--- src/inc/fsp_pkg.sv ---
// Constants, codes and register map of the flash status and protection host
package fsp_pkg;
   // ----------------------------------------------------------------
   // Timing
   // ----------------------------------------------------------------
   localparam int CLK_MHZ   = 100;
   localparam int T_WP_NS   = 50;
   localparam int T_DH_NS   = 10;
   localparam int T_WPH_NS  = 50;
   localparam int T_SRA_NS  = 120;
   localparam int T_DF_NS   = 55;
   localparam int T_DPR_NS  = 700;
   localparam int CNT_W     = 8;
   localparam logic [CNT_W-1:0] WP_CYC  = CNT_W'((T_WP_NS * CLK_MHZ + 999) / 1000);
   localparam logic [CNT_W-1:0] DH_CYC  = CNT_W'((T_DH_NS * CLK_MHZ + 999) / 1000);
   localparam logic [CNT_W-1:0] WPH_CYC = CNT_W'((T_WPH_NS * CLK_MHZ + 999) / 1000);
   localparam logic [CNT_W-1:0] SRA_CYC = CNT_W'((T_SRA_NS * CLK_MHZ + 999) / 1000);
   localparam logic [CNT_W-1:0] DF_CYC  = CNT_W'((T_DF_NS * CLK_MHZ + 999) / 1000);
   localparam logic [CNT_W-1:0] DPR_CYC = CNT_W'((T_DPR_NS * CLK_MHZ + 999) / 1000);
   localparam logic [CNT_W-1:0] CNT_ONE = 8'h01;
   localparam logic [CNT_W-1:0] CNT_ZERO = 8'h00;
   // ----------------------------------------------------------------
   // Device command codes and addresses
   // ----------------------------------------------------------------
   localparam int AW = 20;
   localparam logic [7:0]    CMD_SETUP    = 8'h80;
   localparam logic [7:0]    CMD_LOCK     = 8'h20;
   localparam logic [7:0]    CMD_UNLOCK   = 8'h40;
   localparam logic [7:0]    CMD_SLEEP    = 8'hC0;
   localparam logic [7:0]    CMD_ABORT    = 8'hE0;
   localparam logic [7:0]    CMD_CLR_STAT = 8'h50;
   localparam logic [7:0]    CMD_RD_STAT  = 8'h70;
   localparam logic [7:0]    CMD_RD_ARRAY = 8'hF0;
   localparam logic [7:0]    CMD_READ_ID  = 8'h90;
   localparam logic [7:0]    UNLK_DATA1   = 8'hAA;
   localparam logic [7:0]    UNLK_DATA2   = 8'h55;
   localparam logic [AW-1:0] UNLK_ADDR1   = 20'h05555;
   localparam logic [AW-1:0] UNLK_ADDR2   = 20'h02AAA;
   localparam logic [AW-1:0] SECT_LO_ADDR = 20'h00000;
   localparam logic [AW-1:0] SECT_HI_ADDR = 20'hE0000;
   localparam logic [AW-1:0] ADDR_ZERO    = 20'h00000;
   // Device status word bits
   localparam int DQ_READY  = 7;
   localparam int DQ_SUSP   = 6;
   localparam int DQ_EFAIL  = 5;
   localparam int DQ_PFAIL  = 4;
   localparam logic [7:0] DQ_MASK = 8'hFC;
   // ----------------------------------------------------------------
   // APB register map
   // ----------------------------------------------------------------
   localparam logic [11:0] REG_CTRL  = 12'h000;
   localparam logic [11:0] REG_STAT  = 12'h004;
   localparam logic [11:0] REG_RDATA = 12'h008;
   localparam logic [11:0] REG_PIN   = 12'h00C;
   localparam logic [11:0] REG_ADDR  = 12'h010;
   localparam int CTRL_TOP_BIT  = 8;
   localparam int PIN_WP_BIT    = 0;
   localparam int PIN_PWD_BIT   = 1;
   localparam logic [1:0] PIN_RESET = 2'h2;
   localparam int STAT_BUSY_BIT = 0;
   localparam int STAT_RB_BIT   = 1;
   localparam int STAT_REC_BIT  = 2;
   localparam int STAT_FAIL_BIT = 3;
   localparam int STAT_WAKE_BIT = 4;
   localparam int STAT_CLR_BIT  = 5;
   localparam int STAT_DEV_LSB  = 8;

   typedef enum logic [3:0] {
      OP_NOP     = 4'h0,
      OP_LOCK    = 4'h1,
      OP_UNLOCK  = 4'h2,
      OP_SLEEP   = 4'h3,
      OP_ABORT   = 4'h4,
      OP_CLR     = 4'h5,
      OP_RDSTAT  = 4'h6,
      OP_RDARRAY = 4'h7,
      OP_ID      = 4'h8
   } fsp_op_t;
endpackage

--- src/rtl/fsp_bus_cycle.sv ---
// One timed write or read cycle on the flash parallel pins
module fsp_bus_cycle (
   input  wire logic                  core_clk_i,
   input  wire logic                  rst_i,
   input  wire logic                  start_i,
   input  wire logic                  read_i,
   input  wire logic                  abort_i,
   input  wire logic [fsp_pkg::AW-1:0] addr_i,
   input  wire logic [7:0]            wdata_i,
   input  wire logic [7:0]            dq_i,
   output logic                       done_o,
   output logic [7:0]                 rdata_o,
   output logic [fsp_pkg::AW-1:0]     addr_o,
   output logic [7:0]                 dq_o,
   output logic                       dq_oe_o,
   output logic                       ce_n_o,
   output logic                       oe_n_o,
   output logic                       we_n_o
);
   import fsp_pkg::*;

   typedef enum logic [4:0] {
      BC_IDLE   = 5'h01,
      BC_SETUP  = 5'h02,
      BC_STROBE = 5'h04,
      BC_HOLD   = 5'h08,
      BC_RECOV  = 5'h10
   } fsp_bc_t;

   fsp_bc_t           st_q, st_d;
   logic [CNT_W-1:0]  cnt_q, cnt_d;
   logic              rd_q, rd_d, done_d, dq_oe_d, ce_n_d, oe_n_d, we_n_d;
   logic [7:0]        rdata_d, dq_d;
   logic [AW-1:0]     addr_d;

   // ----------------------------------------------------------------
   // Cycle sequencing
   // ----------------------------------------------------------------
   always_comb begin
      st_d = st_q;
      cnt_d = cnt_q;
      rd_d = rd_q;
      done_d = 1'b0;
      rdata_d = rdata_o;
      addr_d = addr_o;
      dq_d = dq_o;
      dq_oe_d = dq_oe_o;
      ce_n_d = ce_n_o;
      oe_n_d = oe_n_o;
      we_n_d = we_n_o;
      if (cnt_q != CNT_ZERO) begin
         cnt_d = cnt_q - CNT_ONE;
      end
      case (st_q)
         BC_IDLE: begin
            if (start_i) begin
               rd_d = read_i;
               addr_d = addr_i;
               dq_d = wdata_i;
               dq_oe_d = ~read_i;
               ce_n_d = 1'b0;
               st_d = BC_SETUP;
            end
         end
         BC_SETUP: begin
            // Status is latched on the later of the two falling enables
            we_n_d = rd_q;
            oe_n_d = ~rd_q;
            cnt_d = rd_q ? SRA_CYC : WP_CYC;
            st_d = BC_STROBE;
         end
         BC_STROBE: begin
            if (cnt_q == CNT_ONE) begin
               if (rd_q) begin
                  rdata_d = dq_i;
                  oe_n_d = 1'b1;
                  ce_n_d = 1'b1;
                  cnt_d = DF_CYC;
                  st_d = BC_RECOV;
               end else begin
                  we_n_d = 1'b1;
                  cnt_d = DH_CYC;
                  st_d = BC_HOLD;
               end
            end
         end
         BC_HOLD: begin
            if (cnt_q == CNT_ONE) begin
               dq_oe_d = 1'b0;
               ce_n_d = 1'b1;
               cnt_d = WPH_CYC;
               st_d = BC_RECOV;
            end
         end
         BC_RECOV: begin
            if (cnt_q == CNT_ONE) begin
               done_d = 1'b1;
               st_d = BC_IDLE;
            end
         end
         default: st_d = BC_IDLE;
      endcase
      if (abort_i) begin
         st_d = BC_IDLE;
         cnt_d = CNT_ZERO;
         done_d = 1'b0;
         dq_oe_d = 1'b0;
         ce_n_d = 1'b1;
         oe_n_d = 1'b1;
         we_n_d = 1'b1;
      end
   end

   always_ff @(posedge core_clk_i) begin
      if (rst_i) begin
         st_q <= BC_IDLE;
         cnt_q <= CNT_ZERO;
         rd_q <= 1'b0;
         done_o <= 1'b0;
         rdata_o <= 8'h00;
         addr_o <= ADDR_ZERO;
         dq_o <= 8'h00;
         dq_oe_o <= 1'b0;
         ce_n_o <= 1'b1;
         oe_n_o <= 1'b1;
         we_n_o <= 1'b1;
      end else begin
         st_q <= st_d;
         cnt_q <= cnt_d;
         rd_q <= rd_d;
         done_o <= done_d;
         rdata_o <= rdata_d;
         addr_o <= addr_d;
         dq_o <= dq_d;
         dq_oe_o <= dq_oe_d;
         ce_n_o <= ce_n_d;
         oe_n_o <= oe_n_d;
         we_n_o <= we_n_d;
      end
   end
endmodule

--- src/rtl/fsp_host_ctrl.sv ---
// Host controller issuing status, lock and power commands to the flash
// Function
// - No program/erase while fail flag set; lock/unlock not refused on it
// - Host masks reserved status bits 1:0 in STAT, not in RDATA
// - Lock takes six writes, sector sixth
// - Unlock same six writes, unlock code
// - ID read: maker, device, lock info
// - Sleep ignored once erase suspended
// - After abort, read-array then clear status
// - Setup code after two unlock writes
module fsp_host_ctrl (
   input  wire logic                  core_clk_i,
   input  wire logic                  rst_i,
   input  wire logic                  psel_i,
   input  wire logic                  penable_i,
   input  wire logic                  pwrite_i,
   input  wire logic [11:0]           paddr_i,
   input  wire logic [31:0]           pwdata_i,
   output logic [31:0]                prdata_o,
   output logic                       pready_o,
   output logic                       pslverr_o,
   input  wire logic [7:0]            flash_dq_i,
   input  wire logic                  ready_busy_out_i,
   output logic [fsp_pkg::AW-1:0]     flash_addr_o,
   output logic [7:0]                 flash_dq_o,
   output logic                       flash_dq_oe_o,
   output logic                       flash_ce_n_o,
   output logic                       flash_oe_n_o,
   output logic                       flash_we_n_o,
   output logic                       flash_wp_o,
   output logic                       power_down_pin_n_o
);
   import fsp_pkg::*;

   typedef enum logic [2:0] {
      S_IDLE = 3'h1,
      S_RUN  = 3'h2,
      S_WAIT = 3'h4
   } fsp_state_t;

   // ----------------------------------------------------------------
   // Command table
   // ----------------------------------------------------------------
   function automatic logic [2:0] n_writes(input fsp_op_t op);
      case (op)
         OP_LOCK, OP_UNLOCK: n_writes = 3'h6;
         OP_SLEEP, OP_ABORT: n_writes = 3'h3;
         default:            n_writes = 3'h1;
      endcase
   endfunction

   function automatic logic [7:0] op_code(input fsp_op_t op);
      case (op)
         OP_LOCK:    op_code = CMD_LOCK;
         OP_UNLOCK:  op_code = CMD_UNLOCK;
         OP_SLEEP:   op_code = CMD_SLEEP;
         OP_ABORT:   op_code = CMD_ABORT;
         OP_CLR:     op_code = CMD_CLR_STAT;
         OP_RDSTAT:  op_code = CMD_RD_STAT;
         OP_RDARRAY: op_code = CMD_RD_ARRAY;
         default:    op_code = CMD_READ_ID;
      endcase
   endfunction

   function automatic logic needs_read(input fsp_op_t op);
      needs_read = (op != OP_CLR) && (op != OP_RDARRAY);
   endfunction

   fsp_state_t        st_q, st_d;
   fsp_op_t           op_q, op_d;
   logic              top_q, top_d;
   logic [2:0]        step_q, step_d;
   logic [1:0]        pin_q, pin_d;
   logic [AW-1:0]     id_addr_q, id_addr_d;
   logic [7:0]        dev_stat_q, dev_stat_d;
   logic [7:0]        rdata_q, rdata_d;
   logic              fail_q, fail_d, wake_q, wake_d, clr_q, clr_d;
   logic [CNT_W-1:0]  rec_q, rec_d;
   logic [31:0]       prdata_d;
   logic              pready_d, pslverr_d;
   logic              bc_done, bc_start, bc_read, bc_abort;
   logic [7:0]        bc_rdata, bc_wdata;
   logic [AW-1:0]     bc_addr;
   logic [2:0]        nw;
   logic [1:0]        slot;
   logic              setup_ph, commit, busy, refuse, pwd_fall, pwd_rise;
   fsp_op_t           new_op;

   assign nw = n_writes(op_q);
   assign busy = (st_q != S_IDLE) || (rec_q != CNT_ZERO);
   assign setup_ph = psel_i && !penable_i;
   assign commit = psel_i && penable_i && pready_o && pwrite_i && !pslverr_o;
   assign new_op = fsp_op_t'(pwdata_i[3:0]);
   assign pwd_fall = pin_q[PIN_PWD_BIT] && !pin_d[PIN_PWD_BIT];
   assign pwd_rise = !pin_q[PIN_PWD_BIT] && pin_d[PIN_PWD_BIT];
   assign slot = 2'(step_q % 3'h3);

   // ----------------------------------------------------------------
   // Command acceptance
   // ----------------------------------------------------------------
   always_comb begin
      refuse = busy || !pin_q[PIN_PWD_BIT];
      case (new_op)
         OP_LOCK, OP_UNLOCK: begin
            refuse = refuse || !pin_q[PIN_WP_BIT];
            refuse = refuse || wake_q || clr_q;
         end
         OP_SLEEP: refuse = refuse || dev_stat_q[DQ_SUSP];
         OP_ABORT, OP_CLR, OP_RDSTAT, OP_RDARRAY, OP_ID: refuse = refuse;
         default: refuse = 1'b1;
      endcase
   end

   // ----------------------------------------------------------------
   // Register bus
   // ----------------------------------------------------------------
   always_comb begin
      pready_d = setup_ph;
      pslverr_d = 1'b0;
      prdata_d = 32'h0000_0000;
      pin_d = pin_q;
      id_addr_d = id_addr_q;
      if (setup_ph) begin
         if (paddr_i == REG_CTRL) begin
            pslverr_d = pwrite_i && refuse;
         end else if (paddr_i == REG_STAT) begin
            prdata_d[STAT_BUSY_BIT] = busy;
            prdata_d[STAT_RB_BIT] = ready_busy_out_i;
            prdata_d[STAT_REC_BIT] = rec_q != CNT_ZERO;
            prdata_d[STAT_FAIL_BIT] = fail_q;
            prdata_d[STAT_WAKE_BIT] = wake_q;
            prdata_d[STAT_CLR_BIT] = clr_q;
            prdata_d[STAT_DEV_LSB +: 8] = dev_stat_q;
         end else if (paddr_i == REG_RDATA) begin
            prdata_d[7:0] = rdata_q;
         end else if (paddr_i == REG_PIN) begin
            prdata_d[1:0] = pin_q;
         end else if (paddr_i == REG_ADDR) begin
            prdata_d[AW-1:0] = id_addr_q;
         end else begin
            pslverr_d = 1'b1;
         end
      end
      if (commit && paddr_i == REG_PIN) begin
         pin_d = pwdata_i[1:0];
      end
      if (commit && paddr_i == REG_ADDR) begin
         id_addr_d = pwdata_i[AW-1:0];
      end
   end

   // ----------------------------------------------------------------
   // Command sequencer
   // ----------------------------------------------------------------
   always_comb begin
      st_d = st_q;
      op_d = op_q;
      top_d = top_q;
      step_d = step_q;
      dev_stat_d = dev_stat_q;
      rdata_d = rdata_q;
      fail_d = fail_q;
      wake_d = wake_q;
      clr_d = clr_q;
      rec_d = rec_q;
      bc_start = 1'b0;
      bc_read = step_q >= nw;
      bc_addr = UNLK_ADDR1;
      bc_wdata = op_code(op_q);
      bc_abort = 1'b0;
      if (rec_q != CNT_ZERO) begin
         rec_d = rec_q - CNT_ONE;
      end
      if (bc_read) begin
         bc_addr = (op_q == OP_ID) ? id_addr_q : ADDR_ZERO;
      end else if (step_q == nw - 3'h1) begin
         if (op_q == OP_LOCK || op_q == OP_UNLOCK) begin
            bc_addr = top_q ? SECT_HI_ADDR : SECT_LO_ADDR;
         end
      end else if (slot == 2'h1) begin
         bc_addr = UNLK_ADDR2;
         bc_wdata = UNLK_DATA2;
      end else if (slot == 2'h2) begin
         bc_wdata = CMD_SETUP;
      end else begin
         bc_wdata = UNLK_DATA1;
      end
      case (st_q)
         S_IDLE: begin
            if (commit && paddr_i == REG_CTRL) begin
               op_d = new_op;
               top_d = pwdata_i[CTRL_TOP_BIT];
               step_d = 3'h0;
               st_d = S_RUN;
            end
         end
         S_RUN: begin
            bc_start = 1'b1;
            st_d = S_WAIT;
         end
         S_WAIT: begin
            if (bc_done && !bc_read) begin
               step_d = step_q + 3'h1;
               st_d = (step_d < nw || needs_read(op_q)) ? S_RUN : S_IDLE;
               if (op_q == OP_RDARRAY) begin
                  wake_d = 1'b0;
               end
               if (op_q == OP_CLR) begin
                  fail_d = 1'b0;
                  clr_d = 1'b0;
                  dev_stat_d = dev_stat_q & ~8'h30;
               end
            end else if (bc_done) begin
               rdata_d = bc_rdata;
               st_d = S_IDLE;
               if (op_q != OP_ID) begin
                  dev_stat_d = bc_rdata & DQ_MASK;
                  if (!bc_rdata[DQ_READY]) begin
                     st_d = S_RUN;
                  end else begin
                     case (op_q)
                        OP_LOCK:   fail_d = fail_q || bc_rdata[DQ_EFAIL];
                        OP_UNLOCK: fail_d = fail_q || bc_rdata[DQ_PFAIL];
                        default: begin
                           fail_d = fail_q || bc_rdata[DQ_EFAIL] || bc_rdata[DQ_PFAIL];
                        end
                     endcase
                     if (op_q == OP_SLEEP || op_q == OP_ABORT) begin
                        wake_d = 1'b1;
                     end
                     if (op_q == OP_ABORT) begin
                        clr_d = 1'b1;
                     end
                  end
               end
            end
         end
         default: st_d = S_IDLE;
      endcase
      if (!pin_q[PIN_PWD_BIT]) begin
         bc_abort = 1'b1;
         st_d = S_IDLE;
      end
      if (pwd_fall) begin
         dev_stat_d = 8'h00;
         wake_d = 1'b0;
      end
      if (pwd_rise) begin
         rec_d = DPR_CYC;
      end
   end

   fsp_bus_cycle u_bus (
      .core_clk_i (core_clk_i),
      .rst_i      (rst_i),
      .start_i    (bc_start),
      .read_i     (bc_read),
      .abort_i    (bc_abort),
      .addr_i     (bc_addr),
      .wdata_i    (bc_wdata),
      .dq_i       (flash_dq_i),
      .done_o     (bc_done),
      .rdata_o    (bc_rdata),
      .addr_o     (flash_addr_o),
      .dq_o       (flash_dq_o),
      .dq_oe_o    (flash_dq_oe_o),
      .ce_n_o     (flash_ce_n_o),
      .oe_n_o     (flash_oe_n_o),
      .we_n_o     (flash_we_n_o)
   );

   always_ff @(posedge core_clk_i) begin
      if (rst_i) begin
         st_q <= S_IDLE;
         op_q <= OP_NOP;
         top_q <= 1'b0;
         step_q <= 3'h0;
         pin_q <= PIN_RESET;
         id_addr_q <= ADDR_ZERO;
         dev_stat_q <= 8'h00;
         rdata_q <= 8'h00;
         fail_q <= 1'b0;
         wake_q <= 1'b0;
         clr_q <= 1'b0;
         rec_q <= CNT_ZERO;
         prdata_o <= 32'h0000_0000;
         pready_o <= 1'b0;
         pslverr_o <= 1'b0;
         flash_wp_o <= PIN_RESET[PIN_WP_BIT];
         power_down_pin_n_o <= PIN_RESET[PIN_PWD_BIT];
      end else begin
         st_q <= st_d;
         op_q <= op_d;
         top_q <= top_d;
         step_q <= step_d;
         pin_q <= pin_d;
         id_addr_q <= id_addr_d;
         dev_stat_q <= dev_stat_d;
         rdata_q <= rdata_d;
         fail_q <= fail_d;
         wake_q <= wake_d;
         clr_q <= clr_d;
         rec_q <= rec_d;
         prdata_o <= prdata_d;
         pready_o <= pready_d;
         pslverr_o <= pslverr_d;
         flash_wp_o <= pin_d[PIN_WP_BIT];
         power_down_pin_n_o <= pin_d[PIN_PWD_BIT];
      end
   end
endmodule

--- config.mk ---
export PLATFORM = sky130hd
export DESIGN_NAME = fsp_host_ctrl
export DESIGN_NICKNAME = d
export VERILOG_FILES = /design/src/inc/fsp_pkg.sv /design/src/rtl/fsp_bus_cycle.sv /design/src/rtl/fsp_host_ctrl.sv
export SDC_FILE = /design/constraint.sdc
export NUM_CORES = 1
export LEC_CHECK = 0
export BUFFER_PORTS_ARGS = -buffer_cell sky130_fd_sc_hd__buf_2
export CORE_MARGIN = 2
export CORE_UTILIZATION = 35
export DETAILED_ROUTE_END_ITERATION = 10
export HOLD_SLACK_MARGIN = 0.06
export REMOVE_ABC_BUFFERS = 1
export SYNTH_ARGS = -nofsm -noshare
export SYNTH_HDL_FRONTEND = slang
export SYNTH_SLANG_ARGS = --single-unit
--- constraint.sdc ---
create_clock -name core_clk_i -period 2.8 [get_ports core_clk_i]
set_input_delay 0.56 -clock core_clk_i [delete_from_list [all_inputs] [get_ports core_clk_i]]
set_output_delay 0.56 -clock core_clk_i [all_outputs]
set_load 0.05 [all_outputs]
After elaboration in Yosys (flattened, before gate mapping)

Cells that the tools add are included.

Register bits after elaboration: 151
Input port bits: 58
Output and inout bits: 68

Add/sub/neg operators: 4
Div/mod/pow operators: 1
$lt $le $gt $ge: 2
Equality and inequality tests: 47
Mux-type cells: 85
Bitwise operators: 7
Reduce and logical (&&, ||, !) cells: 72

Operators by type and width:

| kind                  | count |
|---|---|
| $mux W20              | 6 |
| $mux W8               | 11 |
| $pmux W8 S7           | 1 |
| $eq A4 B3 Y1 const B  | 8 |
| $mux W1               | 31 |
| $mux W5               | 5 |
| $pmux W5 S5           | 1 |
| $eq A12 B4 Y1 const B | 2 |
| $pmux W8 S3           | 1 |
| $mux W18              | 1 |
| $mux W3               | 6 |
| $mux W6               | 3 |
| $reduce_and A3 Y1     | 6 |
| $reduce_bool A2 Y1    | 9 |
| $eq A4 B2 Y1 const B  | 4 |
| $reduce_bool A8 Y1    | 2 |
| $sub A8 B1 Y8 const B | 2 |
| $mux W15              | 1 |
| $mux W7               | 2 |
| $reduce_or A2 Y1      | 7 |
| $logic_and A1 B1 Y1   | 13 |
| $eq A12 B3 Y1 const B | 1 |
| $eq A12 B5 Y1 const B | 1 |
| $logic_not A12 Y1     | 1 |
| other kinds (44)      | 93 |

Logic depth before layout (Yosys ltp)

Gate-level depths: netlist of run 1.

Word-level depth: 9
Depth in mapped cells: 11
Mapped depth without buffers: 9

Modules after synthesis

Synthesis of run 1 repeated with hierarchy kept, for this count alone.

Cell total of the unflattened synthesis: 797
Area, all modules: 6535.0 um2

By module, submodules not included:

| module        | times used | cells each | area an instance (um2) | sequential area each (um2) |
|---|---|---|---|---|
| fsp_host_ctrl | 1          | 517        | 4205.3                 | 1601.5 |
| fsp_bus_cycle | 1          | 280        | 2329.7                 | 1101.1 |

Worst setup path before layout of run 1

OpenSTA, ideal clock, no wires.

Path type: reg2reg
From: register op_q[1]
To: register u_bus.addr_o[0] (netlist bit)
Setup time: 0.061 ns
Data arrival time: 2.751 ns
Required time: 2.739 ns
Setup slack: -0.012 ns
Stages on the path, launching flop included: 11
Buffers on the path: 2
Cell sequence: dfxtp_1 buf_1 xnor2_1 nand2b_1 ha_1 nand2b_1 or4_4 and2_4 buf_6 a2111oi_4 a221o_1

Longest elaborated chain between the ends: 7
Elaborated cells on any way between the ends: 16

RTL lines:

| element                                    | line                 | text |
|---|---|---|
| from (decl)                                | fsp_host_ctrl.sv:70  | `fsp_op_t op_q, op_d;` |
| from (signal assigned)                     | fsp_host_ctrl.sv:293 | `op_q <= op_d;` |
| $eq A4 B2 Y1, or another cell as far along | fsp_host_ctrl.sv:45  | `case (op)` |
| $reduce_or A2 Y1                           | fsp_host_ctrl.sv:45  |  |
| $pmux W3 S2                                | fsp_host_ctrl.sv:45  |  |
| $sub A3 B1 Y3                              | fsp_host_ctrl.sv:176 | `end else if (step_q == nw - 3'h1) begin` |
| $eq A3 B3 Y1                               | fsp_host_ctrl.sv:176 |  |
| $mux W20                                   | fsp_host_ctrl.sv:176 |  |
| $mux W20 *                                 | fsp_host_ctrl.sv:174 | `if (bc_read) begin` |
| to (signal assigned)                       | fsp_bus_cycle.sv:133 | `addr_o <= addr_d;` |
| to (decl)                                  | fsp_bus_cycle.sv:13  | `output logic [fsp_pkg::AW-1:0] addr_o,` |

Every way passes the cells marked *; elsewhere a longest branch is shown, timed or not.
A chain may end at the register's enable or synchronous reset.

Final worst setup path of run 1

From: register op_q[0]
To: register u_bus.addr_o[11] (netlist bit)

The elaborated chain is that of the path after synthesis.

==> results of run 1 <==
## worst paths after layout
kind	from	end	slack, ps	cells after the start
setup / recovery	op_q[0]	u_bus.addr_o[11]	200	8
hold / removal	ready_busy_out_i	prdata_o[1]	350	2
setup reg to reg	op_q[0]	u_bus.addr_o[11]	200	8
hold reg to reg	u_bus.addr_o[15]	u_bus.addr_o[15]	460	2
## synthesized netlist by cell type, types with 8 or more instances
master / count
nand2b_1: 11
ha_1: 11
nand4_1: 17
dfxtp_1: 133
inv_1: 14
o21ai_0: 27
nor3_1: 15
nand2_1: 38
clkbuf_1: 25
xnor2_1: 11
a22o_1: 8
a221o_1: 19
nor2b_1: 9
nand3_1: 26
buf_4: 18
nor2_1: 83
buf_2: 10
a21oi_1: 30
mux2i_1: 41
## power by group through the flow
stage	combinational (uW)	clock [uW]	sequential, uW
after floorplan	317	0	2030
after global placement	438	0	2030
after detailed placement	443	0	2030
after CTS	448	2180	1990
after global routing	502	2270	2000
final	445	2140	1990
## critical path, cell delays in order (launching register included)
cell and delay, ps:
dfxtp_1 320, xnor2_1 220, nand2b_1 180, ha_1 260
nand2b_1 150, or4_4 480, and2_4 190, and4_1 360
a221o_1 320
## final cells by class
type / count / area (sq um) / area share
Clock buffer: 18 / 429 / 0.0574
Timing Repair Buffer: 135 / 773 / 0.103
Clock inverter: 12 / 134 / 0.0179
Sequential cell: 133 / 2660 / 0.356
Tap cell: 225 / 282 / 0.0377
Inverter: 14 / 52.6 / 0.00703
Multi-Input combinational cell: 477 / 3140 / 0.421
## cell usage in the layout, fill, tap and decap left out, types with 5 or more instances in the layout
cell,count
nor2b_1,9
xor2_1,7
nor3b_1,7
buf_2,101
a22o_1,8
nand2_1,38
nor2_1,83
buf_4,33
ha_1,11
a221o_1,19
nor4_1,6
clkbuf_16,17
and2_1,7
a21oi_1,30
inv_1,14
mux2i_1,41
nand4_1,17
o21ai_0,27
nor3_1,13
conb_1,12
and3_1,6
nand2b_1,11
xnor2_1,11
dfxtp_1,133
and4_1,6
clkinvlp_4,5
nand3_1,26
## stage by stage
stage / std cells / total power, uW / hold slack (ps)
finish: 1014 / 4580 / 347
global route: 1014 / 4770 / 347
CTS: 1011 / 4620 / 332
global placement: 981 / 2470 / 441
detailed placement: 981 / 2470 / 456
floorplan: 624 / 2340 / 436
## per-layer routing
| metal | track usage | vias to the layer above | part of all wire |
|---|---|---|---|
| met3 | 0.0433 | 11 | 0.046 |
| met4 | 0.0463 | 0 | 0.0070 |
| met5 | 0 | - | 0 |
| met1 | 0.230 | 2528 | 0.47 |
| li1 | - | 2637 | - |
| met2 | 0.287 | 114 | 0.48 |
## registers in the layout (all words and copies together) (netlist names), 3 cells and up
name	count
op_q	4
rec_q	8
prdata_o	20
u_bus.rdata_o	8
rdata_q	8
step_q	3
u_bus.dq_o	6
dev_stat_q	6
st_q	3
u_bus.st_q	5
u_bus.cnt_q	8
u_bus.addr_o	20
id_addr_q	20
## cell families (layout without fill, tap and decap cells)
| group | count (synthesis) | count (layout) | synth area share |
|---|---|---|---|
| compound gates | 132 | 132 | 0.156 |
| xor+xnor | 18 | 18 | 0.0257 |
| fa+ha+maj | 11 | 11 | 0.0224 |
| buf+inv | 72 | 179 | 0.0620 |
| flops | 133 | 133 | 0.434 |
| mux | 44 | 44 | 0.0724 |
| other cells | 1 | 12 | 0.000612 |
| simple gates | 260 | 260 | 0.226 |
## what timing repair did
item | 4_1_cts | 5_1_grt
resized for setup | 0 | 0
setup buffers | 0 | 3
setup endpoints to repair | 0 | 2
==> reports/qor.yml, run 1 <==
synth-edff-count: 0
num_vias: 5290
worst_pin_slew_ps: 720
leakage_uw: 0.00300
syn_avg_cell_area_sq_um: 9.14
port_buffers: 101
fin_skew_ps: 13.7
n_fill_cell: 1713
drt-total-wl_mm: 15.9
setup_slack_ps: 199
synthTopCellsByArea: "dfxtp_1 43%, mux2i_1 6.7%, nor2_1 5.1%"
clockBufferDepth: 2
cp_max_fo: 8
chipHeight_um: 136
fin_crit_ps: 2600
yosysSeqAreaShare: 0.434
finalSetupViolCount: 0
final-hold-violation-count: 0
antenna_found_initial: 0
root_buffer: "clkbuf_16"
syn-instance-count: 671
path_clk_slew_ps: 60
wl_per_cell_um: 15.7
p_comb_frac: 0.097
start_util: 0.356
pwr-share-seq: 0.435
finalNetCount: 847
max_slew_margin: 0.507
vias_per_cell: 5.22
cp.required_ps: 3100
yosys.area.top_type: "dfxtp_1"
syn_to_final_growth_pct: 22.0
dp_hpwl_mm: 11.4
clock_latency_ps: 430
pin_count: 126
htreeDepth: 4
worstPathArrival_ps: 2900
placementRows: 48
rsz0062_at_grt: "no"
postLayoutCoreUtil: 0.434
maxCapViolations: 0
setup_tns_ps: 0
critPathKind: "flip-flop to flip-flop"
async_flop_share: 0
clkSinkCount: 133
slew_viol_final: 0
coreArea_sq_um: 17200
max_freq_ghz: 0.384
grt.total_usage: 0.175
yosysUniqueCellTypes: 67
first_iter_violations: 309
synth_warnings: 0
swShare: 0.252
overflow: 0
cts_hold_buf: 0
clkPwrFrac: 0.468
dr.pass1.iters: 5
drc: 0
post_dp_cell_area_sq_um: 6890
dp_slack_ps: 225
power_switching_uw: 1150
end_kind: "flip-flop"
synthFlopType: "dfxtp_1"
syn_area_sq_um: 6130
ir_worst_vdd_uv: 446
p_per_area_nw_per_um2: 613
layout-drive-gt1-share: 0.232
synth-seq-cells: 133
grt_pass1_wl_mm: 25.4
outcome: "finished clean"
postRouteAntennaNets: 0
hold_path.class: "input port to flip-flop"
synth_top_area_frac: 0.434
die-area_sq_um: 18600
n_antenna_cell: 0
fin_area_sq_um: 7480
first_global_vias: 4963
cts_tree: "yes"
die_w_um: 136
cp-start-kind: "flip-flop"
p_int_uw: 3430
fin_crit_sh: 0.929
place.gp.congestion: 0.836
cts_made_buffers: 17
grt_max_degree: 35
(Power assumes the default switching activity.)
==> run 2, diff against run 1 <==
CORE_UTILIZATION = 30   (was 35)
==> reports/qor.yml, run 2 (same netlist as run 1, synthesis figures left out) <==
fin_crit_ps: 2550  # was 2600 ps
path_clk_slew_ps: 60  # about the same
reg2reg_slack_ps: 250  # was 200 ps
fin_area_sq_um: 7570  # was 7480 sq um
clock_latency_ps: 420  # was 430 ps
critPathMostFrequentCell: "nand2b_1"  # unchanged
largestRegisters: "id_addr_q (20), prdata_o (20), u_bus.addr_o (20)"  # unchanged
first_global_vias: 4989  # was 4963
hold_path.class: "input port to flip-flop"  # unchanged
num_vias: 5305  # was 5290
rsz0062_at_grt: "no"  # unchanged
dp_slack_ps: 258  # was 225 ps
postCtsSetupBuffers: 0  # unchanged
drt-total-wl_mm: 16.2  # was 15.9 mm
die_w_um: 147  # was 136 um
maxCapViolations: 0  # unchanged
n_antenna_cell: 0  # unchanged
end_kind: "flip-flop"  # unchanged
dp_hpwl_mm: 11.7  # was 11.4 mm
leakage_uw: 0.00302  # was 0.00300 uW
final-hold-violation-count: 0  # unchanged
slew_viol_final: 0  # unchanged
grt_max_degree: 27  # was 35
cp_max_fo: 8  # unchanged
die-area_sq_um: 21600  # was 18600 sq um
layout_commonest_cell: "dfxtp_1"  # unchanged
layout-drive-gt1-share: 0.231  # was 0.232
overflow: 0  # unchanged
setup_slack_ps: 249  # was 199 ps
worstHoldStart: "ready_busy_out_i"  # unchanged
postRouteAntennaNets: 0  # unchanged
start_util: 0.304  # was 0.356
antenna_found_initial: 0  # unchanged
r2r-end: "u_bus.addr_o[4]"  # was u_bus.addr_o[11]
pin_count: 126  # unchanged
ir_worst_vdd_uv: 351  # was 446 uV
port_buffers: 101  # unchanged
critPathKind: "flip-flop to flip-flop"  # unchanged
max_slew_margin: 0.203  # was 0.507
cp.required_ps: 3100  # about the same
finalSetupViolCount: 0  # unchanged
p_per_area_nw_per_um2: 621  # was 613 nW/um^2
finalNetCount: 846  # was 847
crit_family: "simple AND/OR/NAND/NOR gates"  # unchanged
root_buffer: "clkbuf_16"  # unchanged
htreeDepth: 4  # unchanged
grt.total_usage: 0.149  # was 0.175
hold_depth: 2  # unchanged
power_uw: 4700  # was 4580 uW
grt_pass1_wl_mm: 25.7  # was 25.4 mm
coreArea_sq_um: 20200  # was 17200 sq um
hold_end: "prdata_o[1]"  # unchanged
worstPathArrival_ps: 2850  # was 2900 ps
post_dp_cell_area_sq_um: 6980  # was 6890 sq um
wl_per_cell_um: 15.3  # was 15.7 um
first_iter_violations: 275  # was 309
path_buf_inv: 1  # was 0
outcome: "finished clean"  # unchanged
dr.pass1.iters: 6  # was 5
place.gp.congestion: 0.846  # was 0.836
cts_made_buffers: 17  # unchanged
vias_per_cell: 5.01  # was 5.22
cp_cell_sequence: "xnor2_1, nand2b_1, ha_1, nand2b_1, or4_4, a21oi_1, a2111oi_4, buf_4, a221o_1"  # was xnor2_1, nand2b_1, ha_1, nand2b_1, or4_4, and2_4, and4_1, a221o_1
cts_resized: 0  # unchanged
cp-start-kind: "flip-flop"  # unchanged
clockBufferDepth: 2  # unchanged
postLayoutCoreUtil: 0.376  # was 0.434
rr_worst_depth: 9  # was 8
fin_crit_sh: 0.911  # was 0.929
cp_slowest_stage_delay_ps: 480  # about the same
worst_pin_slew_ps: 1190  # was 720 ps
reg2reg_from: "op_q[0]"  # unchanged
cpMaxStageDelayCell: "or4_4"  # unchanged
layout_common_cells: "133 x dfxtp_1, 101 x buf_2, 83 x nor2_1, 41 x mux2i_1, 38 x nand2_1"  # unchanged
syn_to_final_growth_pct: 23.6  # was 22.0%
chipHeight_um: 147  # was 136 um
fin_skew_ps: 8.66  # was 13.7 ps
cts_tree: "yes"  # unchanged
max_freq_ghz: 0.392  # was 0.384 GHz
drc: 0  # unchanged
clkSinkCount: 133  # unchanged
cts_hold_buf: 0  # unchanged
placementRows: 52  # was 48
## run 2: per-layer routing
layer / GRT usage / vias to the layer above / part of all wire
li1: - / 2627 / -
met1: 0.194 / 2509 / 0.47
met2: 0.249 / 160 / 0.47
met3: 0.0376 / 9 / 0.050
met4: 0.0346 / 0 / 0.0062
met5: 0 / - / 0
## run 2: worst max-delay path by stage
stage / startpoint / endpoint / depth (start not counted)
finish: op_q[0] / u_bus.addr_o[4] / 9
global route: op_q[0] / u_bus.addr_o[3] / 9
CTS: op_q[3] / u_bus.addr_o[6] / 9
detailed placement: op_q[0] / u_bus.addr_o[6] / 9
global placement: op_q[3] / u_bus.addr_o[12] / 9
floorplan: paddr_i[10] / id_addr_q[0] / 5
## run 2: stage by stage
step | instances | hold WS [ps] | setup TNS [ps]
3_3_place_gp | 1028 | 437 | 0
4_1_cts | 1059 | 328 | 0
3_5_place_dp | 1028 | 448 | 0
5_1_grt | 1059 | 328 | 0
2_1_floorplan | 624 | 436 | -27690
6_report | 1059 | 345 | 0
## run 2: final cells by class
class | count | area [sq um]
clock inverter | 11 | 153
fill | 2045 | 12600
tap | 270 | 338
inverter | 14 | 52.6
timing repair buffer | 134 | 778
multi-input combinational | 477 | 3140
sequential | 133 | 2660
clock buffer | 20 | 447
## run 2: where the power goes
part	internal (uW)	leakage, uW	switching (uW)
sequential	1950	0.00107	43.4
clock	1420	0.000283	837
combinational	178	0.00166	273
total	3550	0.00302	1150
==> run 3, diff against run 2 <==
clock period = 2.66 ns   (was 2.8 ns; I/O delays follow)
==> reports/qor.yml, run 3 (same netlist as run 1, synthesis figures left out) <==
grt_max_degree: 21  # was 27
finalNetCount: 850  # was 846
n_antenna_cell: 0  # unchanged
cp_max_fo: 8  # unchanged
power_switching_uw: 1250  # was 1150 uW
fin_crit_sh: 0.958  # was 0.911
reg2reg_slack_ps: 110  # was 250 ps
layout_commonest_cell: "dfxtp_1"  # unchanged
ir_worst_vdd_uv: 337  # was 351 uV
postCtsSetupBuffers: 0  # unchanged
drc: 0  # unchanged
n_fill_cell: 2082  # was 2045
final-hold-violation-count: 0  # unchanged
place.gp.congestion: 0.859  # was 0.846
cts_made_buffers: 17  # unchanged
dp_hpwl_mm: 11.8  # was 11.7 mm
chipHeight_um: 147  # unchanged
rr_worst_depth: 8  # was 9
fin_crit_ps: 2550  # about the same
die_w_um: 147  # unchanged
worstHoldStart: "ready_busy_out_i"  # unchanged
cp-start-kind: "flip-flop"  # unchanged
placementRows: 52  # unchanged
pin_count: 126  # unchanged
multi_input_area_sq_um: 3160  # was 3140 sq um
antenna_found_initial: 0  # unchanged
worst_pin_slew_ps: 1140  # was 1190 ps
swShare: 0.254  # was 0.245
path_clk_slew_ps: 60  # about the same
power_uw: 4930  # was 4700 uW
die-area_sq_um: 21600  # unchanged
p_int_uw: 3680  # was 3550 uW
first_iter_violations: 334  # was 275
cts_tree: "yes"  # unchanged
reg2reg_from: "op_q[0]"  # unchanged
pwr-share-seq: 0.425  # was 0.424
postLayoutCoreUtil: 0.377  # was 0.376
max_freq_ghz: 0.392  # about the same
htreeDepth: 4  # unchanged
layout-drive-gt1-share: 0.242  # was 0.231
hold_end: "prdata_o[1]"  # unchanged
leakage_uw: 0.00304  # was 0.00302 uW
r2r-end: "u_bus.dq_o[6]"  # was u_bus.addr_o[4]
setup_slack_ps: 112  # was 249 ps
outcome: "finished clean"  # unchanged
hold_path.class: "input port to flip-flop"  # unchanged
vias_per_cell: 5.01  # about the same
p_comb_frac: 0.096  # about the same
clkPwrFrac: 0.479  # was 0.480
root_buffer: "clkbuf_16"  # unchanged
clock_latency_ps: 430  # was 420 ps
syn_to_final_growth_pct: 24.1  # was 23.6%
coreArea_sq_um: 20200  # unchanged
grt_pass1_wl_mm: 25.9  # was 25.7 mm
postRouteAntennaNets: 0  # unchanged
dp_slack_ps: 84.8  # was 258 ps
cts_resized: 0  # unchanged
critPathKind: "flip-flop to flip-flop"  # unchanged
overflow: 0  # unchanged
maxCapViolations: 0  # unchanged
layout_common_cells: "133 x dfxtp_1, 101 x buf_2, 82 x nor2_1, 41 x mux2i_1, 38 x nand2_1"  # was 133 x dfxtp_1, 101 x buf_2, 83 x nor2_1, 41 x mux2i_1, 38 x nand2_1
slew_viol_final: 0  # unchanged
drt-total-wl_mm: 16.3  # was 16.2 mm
clkSinkCount: 133  # unchanged
cp.required_ps: 2980  # was 3100 ps
start_util: 0.304  # unchanged
grt.total_usage: 0.151  # was 0.149
ff_latch_area_sq_um: 2660  # unchanged
clockBufferDepth: 2  # unchanged
wl_per_cell_um: 15.3  # about the same
worstPathArrival_ps: 2870  # was 2850 ps
end_kind: "flip-flop"  # unchanged
finalSetupViolCount: 0  # unchanged
largestRegisters: "id_addr_q (20), prdata_o (20), u_bus.addr_o (20)"  # unchanged
num_vias: 5333  # was 5305
first_global_vias: 5098  # was 4989
port_buffers: 101  # unchanged
max_slew_margin: 0.236  # was 0.203
fin_skew_ps: 16.5  # was 8.66 ps
cts_hold_buf: 0  # unchanged
p_per_area_nw_per_um2: 648  # was 621 nW/um^2
hold_depth: 2  # unchanged
dr.pass1.iters: 5  # was 6
==> run 3: final cells by class <==
type	instances	share of cell area
multi-input cells	477	0.415
flip-flops and latches	133	0.350
repair buffers	138	0.105
clock buffers	19	0.0595
well taps	270	0.0444
clock inverters	13	0.0196
inverters	14	0.00691
==> run 3: per-layer routing <==
| layer | vias to the layer above | share of wire | GRT usage |
|---|---|---|---|
| li1 | 2633 | - | - |
| met1 | 2542 | 0.46 | 0.191 |
| met2 | 144 | 0.48 | 0.254 |
| met3 | 14 | 0.054 | 0.0360 |
| met4 | 0 | 0.0085 | 0.0466 |
| met5 | - | 0 | 0 |
==> run 3: stage by stage <==
stage	setup TNS (ps)	cell area (sq um)	cells	hold WS [ps]
floorplan	-34830	5840	624	436
global placement	0	6990	1032	439
detailed placement	0	6990	1032	444
CTS	0	7590	1064	302
global route	-0.675	7610	1064	328
finish	0	7610	1064	314
==> run 3: worst max path at each step <==
| stage | cells after the start | from | endpoint |
|---|---|---|---|
| 3_3_place_gp | 9 | op_q[0] | u_bus.addr_o[6] |
| 3_5_place_dp | 9 | op_q[3] | u_bus.addr_o[6] |
| 6_report | 8 | op_q[0] | u_bus.dq_o[6] |
| 4_1_cts | 9 | op_q[3] | u_bus.addr_o[0] |
| 2_1_floorplan | 5 | paddr_i[10] | id_addr_q[0] |
| 5_1_grt | 9 | op_q[0] | u_bus.addr_o[0] |
==> run 3: power by group through the flow <==
stage               clock network [uW]  registers, uW  logic, uW
detailed placement                   0           2140        471
floorplan                            0           2130        333
finish                            2360           2100        473
CTS                               2410           2100        475
global placement                     0           2140        466
global route                      2480           2100        536
==> run 3: worst max-delay path, cell delays in order (launching register included) <==
cell and delay (ps):
dfxtp_1 330, xnor2_2 150, nand2b_1 170, ha_1 310, nand2b_1 150, or4_4 490
and2_4 190, and4_1 340, a211o_1 320
